**src/inc/mdu_pkg.sv**
```systemverilog
// Shared types and constants of the multiply/divide unit.
`default_nettype none
package mdu_pkg;

  localparam int unsigned WORD = 32;
  localparam int unsigned HALF = 16;
  localparam int unsigned BYTE = 8;
  localparam int unsigned TRIPLE = 24;
  localparam logic [5:0] WORD_ITERS = 6'h20;
  localparam logic [5:0] LAST_CNT = 6'h01;
  localparam logic [5:0] STALL_CNT = 6'h02;

  // Divide figures per dividend class: 0 = 8 bits, 1 = 16, 2 = 24, 3 = 32.
  localparam logic [3:0][5:0] DIV_LAT  = {6'h21, 6'h1A, 6'h13, 6'h0C};
  localparam logic [3:0][5:0] DIV_SKIP = {6'h00, 6'h07, 6'h0F, 6'h17};

  typedef enum logic [2:0] {
    MDU_OP_MULT,
    MDU_OP_MADD,
    MDU_OP_MSUB,
    MDU_OP_MUL3,
    MDU_OP_DIV
  } mdu_op_e;

  typedef enum logic [1:0] {
    MDU_DIV_IDLE,
    MDU_DIV_PAD,
    MDU_DIV_RUN
  } mdu_div_state_e;

  typedef struct packed {
    mdu_op_e     op;
    logic        isSigned;
    logic [31:0] firstSrc;
    logic [31:0] secondSrc;
  } mdu_req_s;

endpackage : mdu_pkg
`default_nettype wire

```
**src/design/mdu_booth_mul.sv**
```systemverilog
// Radix-4 Booth-recoded 33x17 signed multiplier array.
`timescale 1ns/1ps
`default_nettype none
module mdu_booth_mul (
  input  wire logic signed [32:0] mcand,
  input  wire logic signed [16:0] mplier,
  output logic signed [49:0]      product
);

  wire logic [18:0]        recode = {mplier[16], mplier, 1'b0};
  wire logic signed [49:0] mc50   = {{17{mcand[32]}}, mcand};
  logic signed [49:0]      pp [9];

  // Returns {negate, double, single} for one Booth digit.
  function automatic logic [2:0] boothDigit(input logic [2:0] bits);
    case (bits)
      3'h1, 3'h2: boothDigit = 3'h1;
      3'h3:       boothDigit = 3'h2;
      3'h4:       boothDigit = 3'h6;
      3'h5, 3'h6: boothDigit = 3'h5;
      default:    boothDigit = 3'h0;
    endcase
  endfunction : boothDigit

  genvar i;
  generate
    for (i = 0; i < 9; i++) begin : g_pp
      wire logic [2:0]        dig = boothDigit(recode[2*i+2 -: 3]);
      wire logic signed [49:0] mag = dig[1] ? (mc50 <<< 1) : (dig[0] ? mc50 : 50'h0);
      assign pp[i] = (dig[2] ? -mag : mag) <<< (2 * i);
    end
  endgenerate

  always_comb begin
    product = 50'h0;
    for (int k = 0; k < 9; k++) begin
      product = product + pp[k];
    end
  end

endmodule : mdu_booth_mul
`default_nettype wire

```
**src/design/mdu_muldiv_unit.sv**
```systemverilog
// Multiply/divide unit with its own pipeline, result pair and iterative divider.
`timescale 1ns/1ps
`default_nettype none
module mdu_muldiv_unit (
  input  wire logic              sys_clk,
  input  wire logic              rst_n,
  input  wire logic              clkEn,
  input  wire logic              reqValid,
  input  wire mdu_pkg::mdu_req_s req,
  output logic                   issueStall_q,
  output logic [31:0]            resultHigh_q,
  output logic [31:0]            resultLow_q,
  output logic                   gprValid_q,
  output logic [31:0]            gprData_q
);

  // True when the value fits the given width as a signed or unsigned number.
  function automatic logic fitsWidth(input logic [31:0] v, input logic sgn, input int unsigned w);
    logic [31:0] hiMask;
    hiMask = 32'hFFFFFFFF << (w - 1);
    if (sgn) fitsWidth = ((v & hiMask) == 32'h0) || ((v & hiMask) == hiMask);
    else fitsWidth = (v & (hiMask << 1)) == 32'h0;
  endfunction : fitsWidth

  wire logic [31:0]     opA = req.firstSrc;
  wire logic [31:0]     opB = req.secondSrc;
  wire logic            sgn = req.isSigned;
  wire mdu_pkg::mdu_op_e op = req.op;

  wire logic take   = clkEn && reqValid && !issueStall_q;
  wire logic isDiv  = op == mdu_pkg::MDU_OP_DIV;
  wire logic isMul  = !isDiv;
  wire logic bNarrow = fitsWidth(opB, sgn, mdu_pkg::HALF);
  wire logic wideTake = take && isMul && !bNarrow;

  // Multiplier state for the second pass of a full-width multiply, and the MUL3 result stage.
  logic              secPass_q;
  mdu_pkg::mdu_op_e  savedOp_q;
  logic [32:0]       mulA_q;
  logic [16:0]       mulBhi_q;
  logic [63:0]       partLo_q;
  logic              stageV_q;
  logic [31:0]       stage_q;

  wire logic [32:0] mcandSel  = secPass_q ? mulA_q : {sgn & opA[31], opA};
  wire logic [16:0] mplierSel = secPass_q ? mulBhi_q : {bNarrow & sgn & opB[15], opB[15:0]};
  logic signed [49:0] passOut;

  mdu_booth_mul u_mul (
    .mcand   (mcandSel),
    .mplier  (mplierSel),
    .product (passOut)
  );

  wire logic [63:0] passExt  = {{14{passOut[49]}}, passOut};
  wire logic [63:0] passProd = secPass_q ? ((passExt << 16) + partLo_q) : passExt;
  wire mdu_pkg::mdu_op_e finOp = secPass_q ? savedOp_q : op;
  wire logic mulFinish = secPass_q || (take && isMul && bNarrow);
  wire logic pairWrite = mulFinish && (finOp != mdu_pkg::MDU_OP_MUL3);
  wire logic mul3Write = mulFinish && (finOp == mdu_pkg::MDU_OP_MUL3);

  // Divider state.
  mdu_pkg::mdu_div_state_e divState_q;
  logic [5:0]  divCnt_q;
  logic [5:0]  divIters_q;
  logic [31:0] divRem_q;
  logic [31:0] divQ_q;
  logic [31:0] divisor_q;
  logic        negQ_q;
  logic        negR_q;

  wire logic [1:0] divCls = fitsWidth(opA, sgn, mdu_pkg::BYTE) ? 2'h0 :
                            fitsWidth(opA, sgn, mdu_pkg::HALF) ? 2'h1 :
                            fitsWidth(opA, sgn, mdu_pkg::TRIPLE) ? 2'h2 : 2'h3;
  wire logic [5:0]  clsLat   = mdu_pkg::DIV_LAT[divCls];
  wire logic [5:0]  clsIters = mdu_pkg::WORD_ITERS - mdu_pkg::DIV_SKIP[divCls];
  wire logic [31:0] magA     = (sgn && opA[31]) ? -opA : opA;
  wire logic [31:0] magB     = (sgn && opB[31]) ? -opB : opB;

  wire logic [32:0] shifted  = {divRem_q, divQ_q[31]};
  wire logic [32:0] trial    = shifted - {1'b0, divisor_q};
  wire logic        qBit     = !trial[32];
  wire logic [31:0] iterRem  = qBit ? trial[31:0] : shifted[31:0];
  wire logic [31:0] iterQ    = {divQ_q[30:0], qBit};
  wire logic        divRun   = divState_q == mdu_pkg::MDU_DIV_RUN;
  wire logic        divFinish = clkEn && divRun && (divCnt_q == mdu_pkg::LAST_CNT);
  wire logic [31:0] divQuot  = negQ_q ? -iterQ : iterQ;
  wire logic [31:0] divRemOut = negR_q ? -iterRem : iterRem;

  wire logic [63:0] accBase = divFinish ? {divRemOut, divQuot} : {resultHigh_q, resultLow_q};
  wire logic [63:0] pairNew = (finOp == mdu_pkg::MDU_OP_MADD) ? accBase + passProd :
                              (finOp == mdu_pkg::MDU_OP_MSUB) ? accBase - passProd : passProd;

  wire logic divBusyNext = (divState_q != mdu_pkg::MDU_DIV_IDLE) && (divCnt_q > mdu_pkg::STALL_CNT);
  wire logic stallNext   = wideTake || (take && isDiv) || divBusyNext;

  always_ff @(posedge sys_clk or negedge rst_n) begin
    if (!rst_n) begin
      issueStall_q <= 1'b0;
      secPass_q    <= 1'b0;
    end else if (clkEn) begin
      issueStall_q <= stallNext;
      secPass_q    <= wideTake;
    end
  end

  always_ff @(posedge sys_clk or negedge rst_n) begin
    if (!rst_n) begin
      savedOp_q <= mdu_pkg::MDU_OP_MULT;
      mulA_q    <= 33'h0;
      mulBhi_q  <= 17'h0;
      partLo_q  <= 64'h0;
    end else if (wideTake) begin
      savedOp_q <= op;
      mulA_q    <= mcandSel;
      mulBhi_q  <= {sgn & opB[31], opB[31:16]};
      partLo_q  <= passExt;
    end
  end

  // Result pair: a MULT/MADD/MSUB finishing with the divide writes the pair, MADD/MSUB on top of the divide result.
  always_ff @(posedge sys_clk or negedge rst_n) begin
    if (!rst_n) begin
      resultHigh_q <= 32'h0;
      resultLow_q  <= 32'h0;
    end else if (clkEn && pairWrite) begin
      {resultHigh_q, resultLow_q} <= pairNew;
    end else if (divFinish) begin
      {resultHigh_q, resultLow_q} <= {divRemOut, divQuot};
    end
  end

  always_ff @(posedge sys_clk or negedge rst_n) begin
    if (!rst_n) begin
      stageV_q   <= 1'b0;
      stage_q    <= 32'h0;
      gprValid_q <= 1'b0;
      gprData_q  <= 32'h0;
    end else if (clkEn) begin
      stageV_q   <= mul3Write;
      stage_q    <= passProd[31:0];
      gprValid_q <= stageV_q;
      gprData_q  <= stage_q;
    end
  end

  // Divide engine runs on clkEn only, never on integer-side stalls.
  always_ff @(posedge sys_clk or negedge rst_n) begin
    if (!rst_n) begin
      divState_q <= mdu_pkg::MDU_DIV_IDLE;
      divCnt_q   <= 6'h00;
      divIters_q <= 6'h00;
      divRem_q   <= 32'h0;
      divQ_q     <= 32'h0;
      divisor_q  <= 32'h0;
      negQ_q     <= 1'b0;
      negR_q     <= 1'b0;
    end else if (clkEn) begin
      if (take && isDiv) begin
        divState_q <= (clsLat - mdu_pkg::LAST_CNT) > clsIters ? mdu_pkg::MDU_DIV_PAD
                                                             : mdu_pkg::MDU_DIV_RUN;
        divCnt_q   <= clsLat - mdu_pkg::LAST_CNT;
        divIters_q <= clsIters;
        divRem_q   <= 32'h0;
        divQ_q     <= magA << mdu_pkg::DIV_SKIP[divCls];
        divisor_q  <= magB;
        negQ_q     <= sgn & (opA[31] ^ opB[31]);
        negR_q     <= sgn & opA[31];
      end else begin
        case (divState_q)
          mdu_pkg::MDU_DIV_PAD: begin
            divCnt_q <= divCnt_q - mdu_pkg::LAST_CNT;
            if (divCnt_q == divIters_q + mdu_pkg::LAST_CNT) divState_q <= mdu_pkg::MDU_DIV_RUN;
          end
          mdu_pkg::MDU_DIV_RUN: begin
            divCnt_q <= divCnt_q - mdu_pkg::LAST_CNT;
            divRem_q <= iterRem;
            divQ_q   <= iterQ;
            if (divCnt_q == mdu_pkg::LAST_CNT) divState_q <= mdu_pkg::MDU_DIV_IDLE;
          end
          default: divState_q <= mdu_pkg::MDU_DIV_IDLE;
        endcase
      end
    end
  end

  // Reference values read only by the checks below.
  wire logic signed [64:0] extA   = {{33{sgn & opA[31]}}, opA};
  wire logic signed [64:0] extB   = {{33{sgn & opB[31]}}, opB};
  wire logic [63:0]        refProd = 64'(extA * extB);
  wire logic signed [32:0] divA33 = {sgn & opA[31], opA};
  wire logic signed [32:0] divB33 = {sgn & opB[31], opB};
  wire logic [31:0]        refQuot = 32'(divA33 / divB33);
  wire logic [31:0]        refRem  = 32'(divA33 % divB33);
  wire logic               opMult = take && (op == mdu_pkg::MDU_OP_MULT);
  wire logic               opMul3 = take && (op == mdu_pkg::MDU_OP_MUL3);
  wire logic               opDiv  = take && isDiv && (opB != 32'h0);
endmodule : mdu_muldiv_unit
`default_nettype wire

```
**config.mk**
```make
export PLATFORM = sky130hd
export DESIGN_NAME = mdu_muldiv_unit
export DESIGN_NICKNAME = d
export VERILOG_FILES = /design/src/inc/mdu_pkg.sv /design/src/design/mdu_booth_mul.sv /design/src/design/mdu_muldiv_unit.sv
export SDC_FILE = /design/constraint.sdc
export NUM_CORES = 2
export LEC_CHECK = 0
export BUFFER_PORTS_ARGS = -buffer_cell sky130_fd_sc_hd__buf_2
export CAP_MARGIN = 20
export CORE_AREA = 2 2 315 317
export CTS_CLUSTER_SIZE = 14
export DETAILED_ROUTE_END_ITERATION = 8
export DIE_AREA = 0 0 317 319
export PLACE_DENSITY = 0.74
export SYNTH_ARGS = -nofsm -noshare
export SYNTH_HDL_FRONTEND = slang
export SYNTH_HIERARCHICAL = 1
export SYNTH_SLANG_ARGS = --single-unit
```
**constraint.sdc**
```tcl
create_clock -name sys_clk -period 28.8 [get_ports sys_clk]
set_clock_uncertainty 0.05 [all_clocks]
set_input_delay 1.44 -clock sys_clk [delete_from_list [all_inputs] [get_ports sys_clk]]
set_output_delay 1.44 -clock sys_clk [all_outputs]
set_load 0.02 [all_outputs]
```
# After elaboration in Yosys (flattened, before gate mapping)
# Cells that the tools add are included.
op_classes:
  n_mul: 0
  n_mux: 74
  div_mod_pow: 0
  reduce_logical: 58
  addsub: 29
  shift: 1
  n_eq_ne: 66
  order_cmp: 3
  bitwise: 6
op_table:
  columns: ["operator", "n"]
  rows:
  - ["two-way mux 32 bit", 13]
  - ["adder 50 bit", 8]
  - ["zero test 32 bit", 8]
  - ["two-way mux 64 bit", 4]
  - ["two-way mux 50 bit", 3]
  - ["two-way mux 48 bit", 3]
  - ["two-way mux 46 bit", 3]
  - ["two-way mux 44 bit", 3]
  - ["adder 64 bit", 2]
  - ["negator 32 bit", 4]
  - ["two-way mux 42 bit", 3]
  - ["two-way mux 40 bit", 3]
  - ["two-way mux 38 bit", 3]
  - ["two-way mux 36 bit", 3]
  - ["two-way mux 34 bit", 3]
  - ["case mux 3 bit (4 select lines)", 8]
  - ["== test 3 bit (second input constant)", 25]
  - ["subtractor 64 bit", 1]
  - ["== test 3 x 2 -> 1 bit (second input constant)", 18]
  - ["negator 50 bit", 1]
  - ["negator 48 bit", 1]
  - ["negator 46 bit", 1]
  - ["negator 44 bit", 1]
  - ["negator 42 bit", 1]
  - ["41 further kinds", 114]
word_totals:
  latchBits: 0
  rom_bits: 0
  inputBits: 72
  elab_cells: 257
  n_memories: 0
  output_inout_bits: 98
  ff_bits: 347
  ram_bits: 0

# Logic depth before layout (Yosys ltp)
logic_depth:
  depth_word: 27
  mapped_depth: 68
  depth_no_buf: 60

# Hierarchy
# Netlist, hierarchy kept.
by_module_without_submodules:
  columns: ["mod", "instances", "area_per_inst_um2", "cells_per_inst", "seq_area_each_um2"]
  rows:
  - ["mdu_muldiv_unit", 1, 31218.7, 3842, 8633.3]
  - ["mdu_booth_mul", 1, 24263.3, 3443, 0.0]

# Least setup slack after synthesis
# Ideal clock, no wire load.
synth_timing:
  kind: "register to register"
  start: "register secPass_q"
  end: "register resultHigh_q[28]"
  arrival_time_ps: 13947
  t_required_ps: 28662
  period_less_slack_ps: 14085
  n_path_buf: 8
  stages_incl_launch_ff: 63
  setup_slack_ps: 14715
  setup_time_ps: 88
  cell_sequence: "dfrtp_1 clkbuf_1 clkbuf_1 buf_1 buf_1 mux2_2 buf_4 or3b_2 buf_2 nand2_1 buf_2 buf_1 a22oi_1 ha_1 o21ai_0 a2111oi_0 o211ai_1 or2_2 [27 not listed] a21o_1 a21oi_1 xnor2_1 mux2i_1 inv_1 ha_1 a21oi_1 o21ai_0 a211o_1 a21oi_1 nand2_1 o31a_1 a22oi_1 o31ai_1 a2111oi_0 a41o_1 o21ai_0 a41oi_1"
synth_between:
  elab_chain_len: 22
  elab_cells_between_ends: 137
  cone_classes: "add/sub (20); eq/ne (54); mux (43); reduce/logical (20)"
synth_lines:
  columns: ["element", "line_no", "text"]
  rows:
  - ["start, declared", "mdu_muldiv_unit.sv:37", "logic secPass_q;"]
  - ["start signal, assigned", "mdu_muldiv_unit.sv:103", "secPass_q <= wideTake;"]
  - ["two-way mux 17 bit (*)", "mdu_muldiv_unit.sv:46", "wire logic [16:0] mplierSel = secPass_q ? mulBhi_q : {bNarrow & sgn & opB[15], opB[15:0]};"]
  - ["net mplierSel[3]", "mdu_muldiv_unit.sv:46", null]
  - ["== test 3 bit, or another cell as far along", "mdu_booth_mul.sv:16", "case (bits)"]
  - ["OR reduction 2 bit", "mdu_booth_mul.sv:16", null]
  - ["case mux 3 bit (4 select lines)", "mdu_booth_mul.sv:16", null]
  - ["two-way mux 48 bit (2 in a row)", "mdu_booth_mul.sv:29", "wire logic signed [49:0] mag = dig[1] ? (mc50 <<< 1) : (dig[0] ? mc50 : 50'h0);"]
  - ["negator 48 bit", "mdu_booth_mul.sv:30", "assign pp[i] = (dig[2] ? -mag : mag) <<< (2 * i);"]
  - ["two-way mux 48 bit", "mdu_booth_mul.sv:30", null]
  - ["adder 50 bit", "mdu_booth_mul.sv:37", "product = product + pp[k];"]
  - ["adder 50 bit (*) (7 in a row)", "mdu_booth_mul.sv:37", null]
  - ["net passOut[25]", "mdu_muldiv_unit.sv:47", "logic signed [49:0] passOut;"]
  - ["adder 64 bit", "mdu_muldiv_unit.sv:56", "wire logic [63:0] passProd = secPass_q ? ((passExt << 16) + partLo_q) : passExt;"]
  - ["two-way mux 64 bit (*)", "mdu_muldiv_unit.sv:56", null]
  - ["subtractor 64 bit", "mdu_muldiv_unit.sv:92", "(finOp == mdu_pkg::MDU_OP_MSUB) ? accBase - passProd : passProd;"]
  - ["two-way mux 64 bit", "mdu_muldiv_unit.sv:92", null]
  - ["two-way mux 64 bit (*)", "mdu_muldiv_unit.sv:91", "wire logic [63:0] pairNew = (finOp == mdu_pkg::MDU_OP_MADD) ? accBase + passProd :"]
  - ["two-way mux 32 bit (*)", "mdu_muldiv_unit.sv:126", "end else if (clkEn && pairWrite) begin"]
  - ["end signal, assigned", "mdu_muldiv_unit.sv:127", "{resultHigh_q, resultLow_q} <= pairNew;"]
  - ["end signal, assigned", "mdu_muldiv_unit.sv:129", "{resultHigh_q, resultLow_q} <= {divRemOut, divQuot};"]
  - ["end, declared", "mdu_muldiv_unit.sv:11", "output logic [31:0] resultHigh_q,"]
# The timed path passes the listed nets; every way through them passes the cells marked *.
# A chain may end at the register's enable or synchronous reset.

# Final worst setup path
# Same ends and word-level chain as after synthesis.

==> results.json <==
{
  "status": "finished, violations left",
  "violations": "design-rule violations",
  "num_rows": 115,
  "hold_buffers": 0,
  "grt_usage_pct": 46.7,
  "grt_pass1_vias": 53986,
  "ys_top_cells_by_count": "nand2_1 (716), inv_1 (611), nor2_1 (582)",
  "drive_gt1_share_pct": 10.4,
  "io_buffers": 169,
  "cp.arrival_ps": 17150,
  "maxCapViolCount": 0,
  "cp-end-kind": "flip-flop",
  "post_cts_buffers": 0,
  "routed_wl_mm": 242,
  "clkSinkCount": 345,
  "clockRootBuffer": "clkbuf_16",
  "slew_headroom_pct": 3.28,
  "hpwl_mm": 184,
  "rrSetupSlack_ps": 12130,
  "grt_setup_unrepaired": "false",
  "grt_max_degree": 106,
  "numCtsBuffers": 44,
  "grt_pass1_wl_mm": 354,
  "hold_viol_final": 0,
  "async_flop_share_pct": 100,
  "pin_count": 170,
  "ctsResizeCount": 0,
  "synth_area_leaders": "dfrtp_1 (16%), fa_1 (9.9%), ha_1 (6.7%)",
  "vias_per_cell": 6.90,
  "drtIter0Drc": 8940,
  "yosysMostFrequentCell": "nand2_1",
  "ys_ff_latch": 345,
  "wire_per_inst_um": 28.6,
  "slowest_delay_ps": 930,
  "fin_nets": 7776,
  "synth_area_mm2": 0.0555,
  "finalCritPeriodShare_pct": 57.9,
  "initial_utilization_pct": 56.8,
  "min_period_ps": 16670,
  "crit_type": "flip-flop to flip-flop",
  "cp_max_fo": 56,
  "cts_tree": "done",
  "synth_edf_count": 0,
  "timing.fmax_mhz": 60.0,
  "gp_routability_congestion": 1.09,
  "die-area_mm2": 0.101,
  "syn_inst": 7285,
  "overflow": 0,
  "chipHeight_um": 319,
  "hold_depth": 2,
  "synth-main-ff-cell": "dfrtp_1",
  "area_growth_pct": 5.86,
  "synth_top_cell_by_area": "dfrtp_1",
  "worstPathBufferInverterCount": 5,
  "cp_top_family": "compound AO/OA/AOI/OAI gates",
  "drc": 9,
  "clkLatencyLatePin_ps": 640,
  "ant_nets": 0,
  "antenna_found_initial": 24,
  "hp-class": "flip-flop to flip-flop",
  "rr_worst_depth": 55,
  "htree_levels": 2,
  "fp.dieW_um": 317,
  "r2r-start": "secPass_q",
  "holdCritStartpoint": "divisor_q[18]",
  "path_clk_slew_ps": 60,
  "slew_viol_final": 0,
  "timing.critical_path.mode_cell": "a21o_1",
  "ys_seq_area_share_pct": 15.6,
  "wl_met3_mm": 28.0,
  "synthDistinctLibCells": 111,
  "vias": 58418,
  "ys_warn_count": 6,
  "crit_slowest_cell": "dfrtp_4",
  "fp.coreArea_mm2": 0.0977,
  "cts_buffer_depth": 3,
  "dr_wl_met2_mm": 99.3,
  "synthesis.nets": 7928,
  "synth.avg_cell_area_um2": 7.62,
  "top_layer": "met5",
  "dr.pass1.iters": 9,
  "synth.top_cell.area_share_pct": 15.6,
  "cp-start-kind": "flip-flop",
  "setup_viol": 0,
  "crit_required_ps": 29280,
  "r2r-end": "resultHigh_q[28]",
  "worstMarginPinSlew_ps": 1450,
  "setup_tns_ps": 0,
  "wl_met1_mm": 90.9,
  "hold_end": "divisor_q[18]"
}
==> cells in the final DEF, fill, tap and decap left out, drive strengths merged, types with 203 or more instances in the layout <==
master    n
o21ai   510
mux2    203
ha      296
dfrtp   345
inv     616
fa      275
buf     322
xnor2   312
xor2    226
nor2    582
nand2   716
a21oi   569
==> tightest hold or removal path, cell delays in order (launching register included) <==
cell and delay (ps):
dfrtp_1 340, nand2_1 50, o21ai_0 60
==> metrics by stage <==
| step | instances | hold slack (ps) | util (%) | setup WS, ps | cell area, µm² |
|---|---|---|---|---|---|
| floorplan | 7285 | 399 | - | 14710 | 55500 |
| global placement | 8372 | 415 | 58.6 | 12430 | 57200 |
| detailed placement | 8372 | 422 | 58.6 | 12140 | 57200 |
| CTS | 8450 | 438 | 60.0 | 12560 | 58700 |
| global route | 8455 | 457 | 60.1 | 11230 | 58700 |
| finish | 8468 | 435 | 60.1 | 12130 | 58700 |
==> per-layer routing <==
metal / up-vias / GRT usage (%)
li1: 25549 / -
met4: 16 / 36.5
met2: 4042 / 67.3
met3: 957 / 10.9
met1: 27854 / 59.7
met5: - / 0
==> area by class of cell <==
class	count	area (µm²)
multi-input combinational	5800	42700
fill	9084	39000
tap	1287	1610
timing repair buffer	323	2040
antenna	16	40.0
clock inverter	24	229
inverter	619	2320
sequential	345	8640
clock buffer	54	1190
==> cells by family after synthesis <==
| group | synth area share (%) |
|---|---|
| xor+xnor | 8.59 |
| mux | 6.28 |
| simple gates | 17.8 |
| fa+ha+maj | 16.6 |
| buf+inv | 7.89 |
| flops | 15.6 |
| compound gates | 27.2 |
==> worst max path at each step <==
stage / from / to / slack [ps] / depth (start not counted)
after floorplan: secPass_q / resultHigh_q[28] / 14710 / 62
after global routing: secPass_q / resultHigh_q[28] / 11230 / 55
final: secPass_q / resultHigh_q[28] / 12130 / 55
after CTS: secPass_q / resultHigh_q[28] / 12560 / 55
after global placement: req[3] / resultHigh_q[28] / 12430 / 56
after detailed placement: req[3] / resultHigh_q[28] / 12140 / 56
==> state kept, by name, indices dropped and copies added, names as in the netlist, 2 cells and up <==
name and cells:
divCnt_q 6, partLo_q 50, mulA_q 33, divRem_q 32, divState_q 2, resultHigh_q 32, stage_q 32, resultLow_q 32
divisor_q 32, gprData_q 32, savedOp_q 3, divQ_q 32, mulBhi_q 17, divIters_q 4
Power is left out: the tool's default activity adds up to more than one toggle a clock period on the data nets, which glitch-free logic cannot reach.
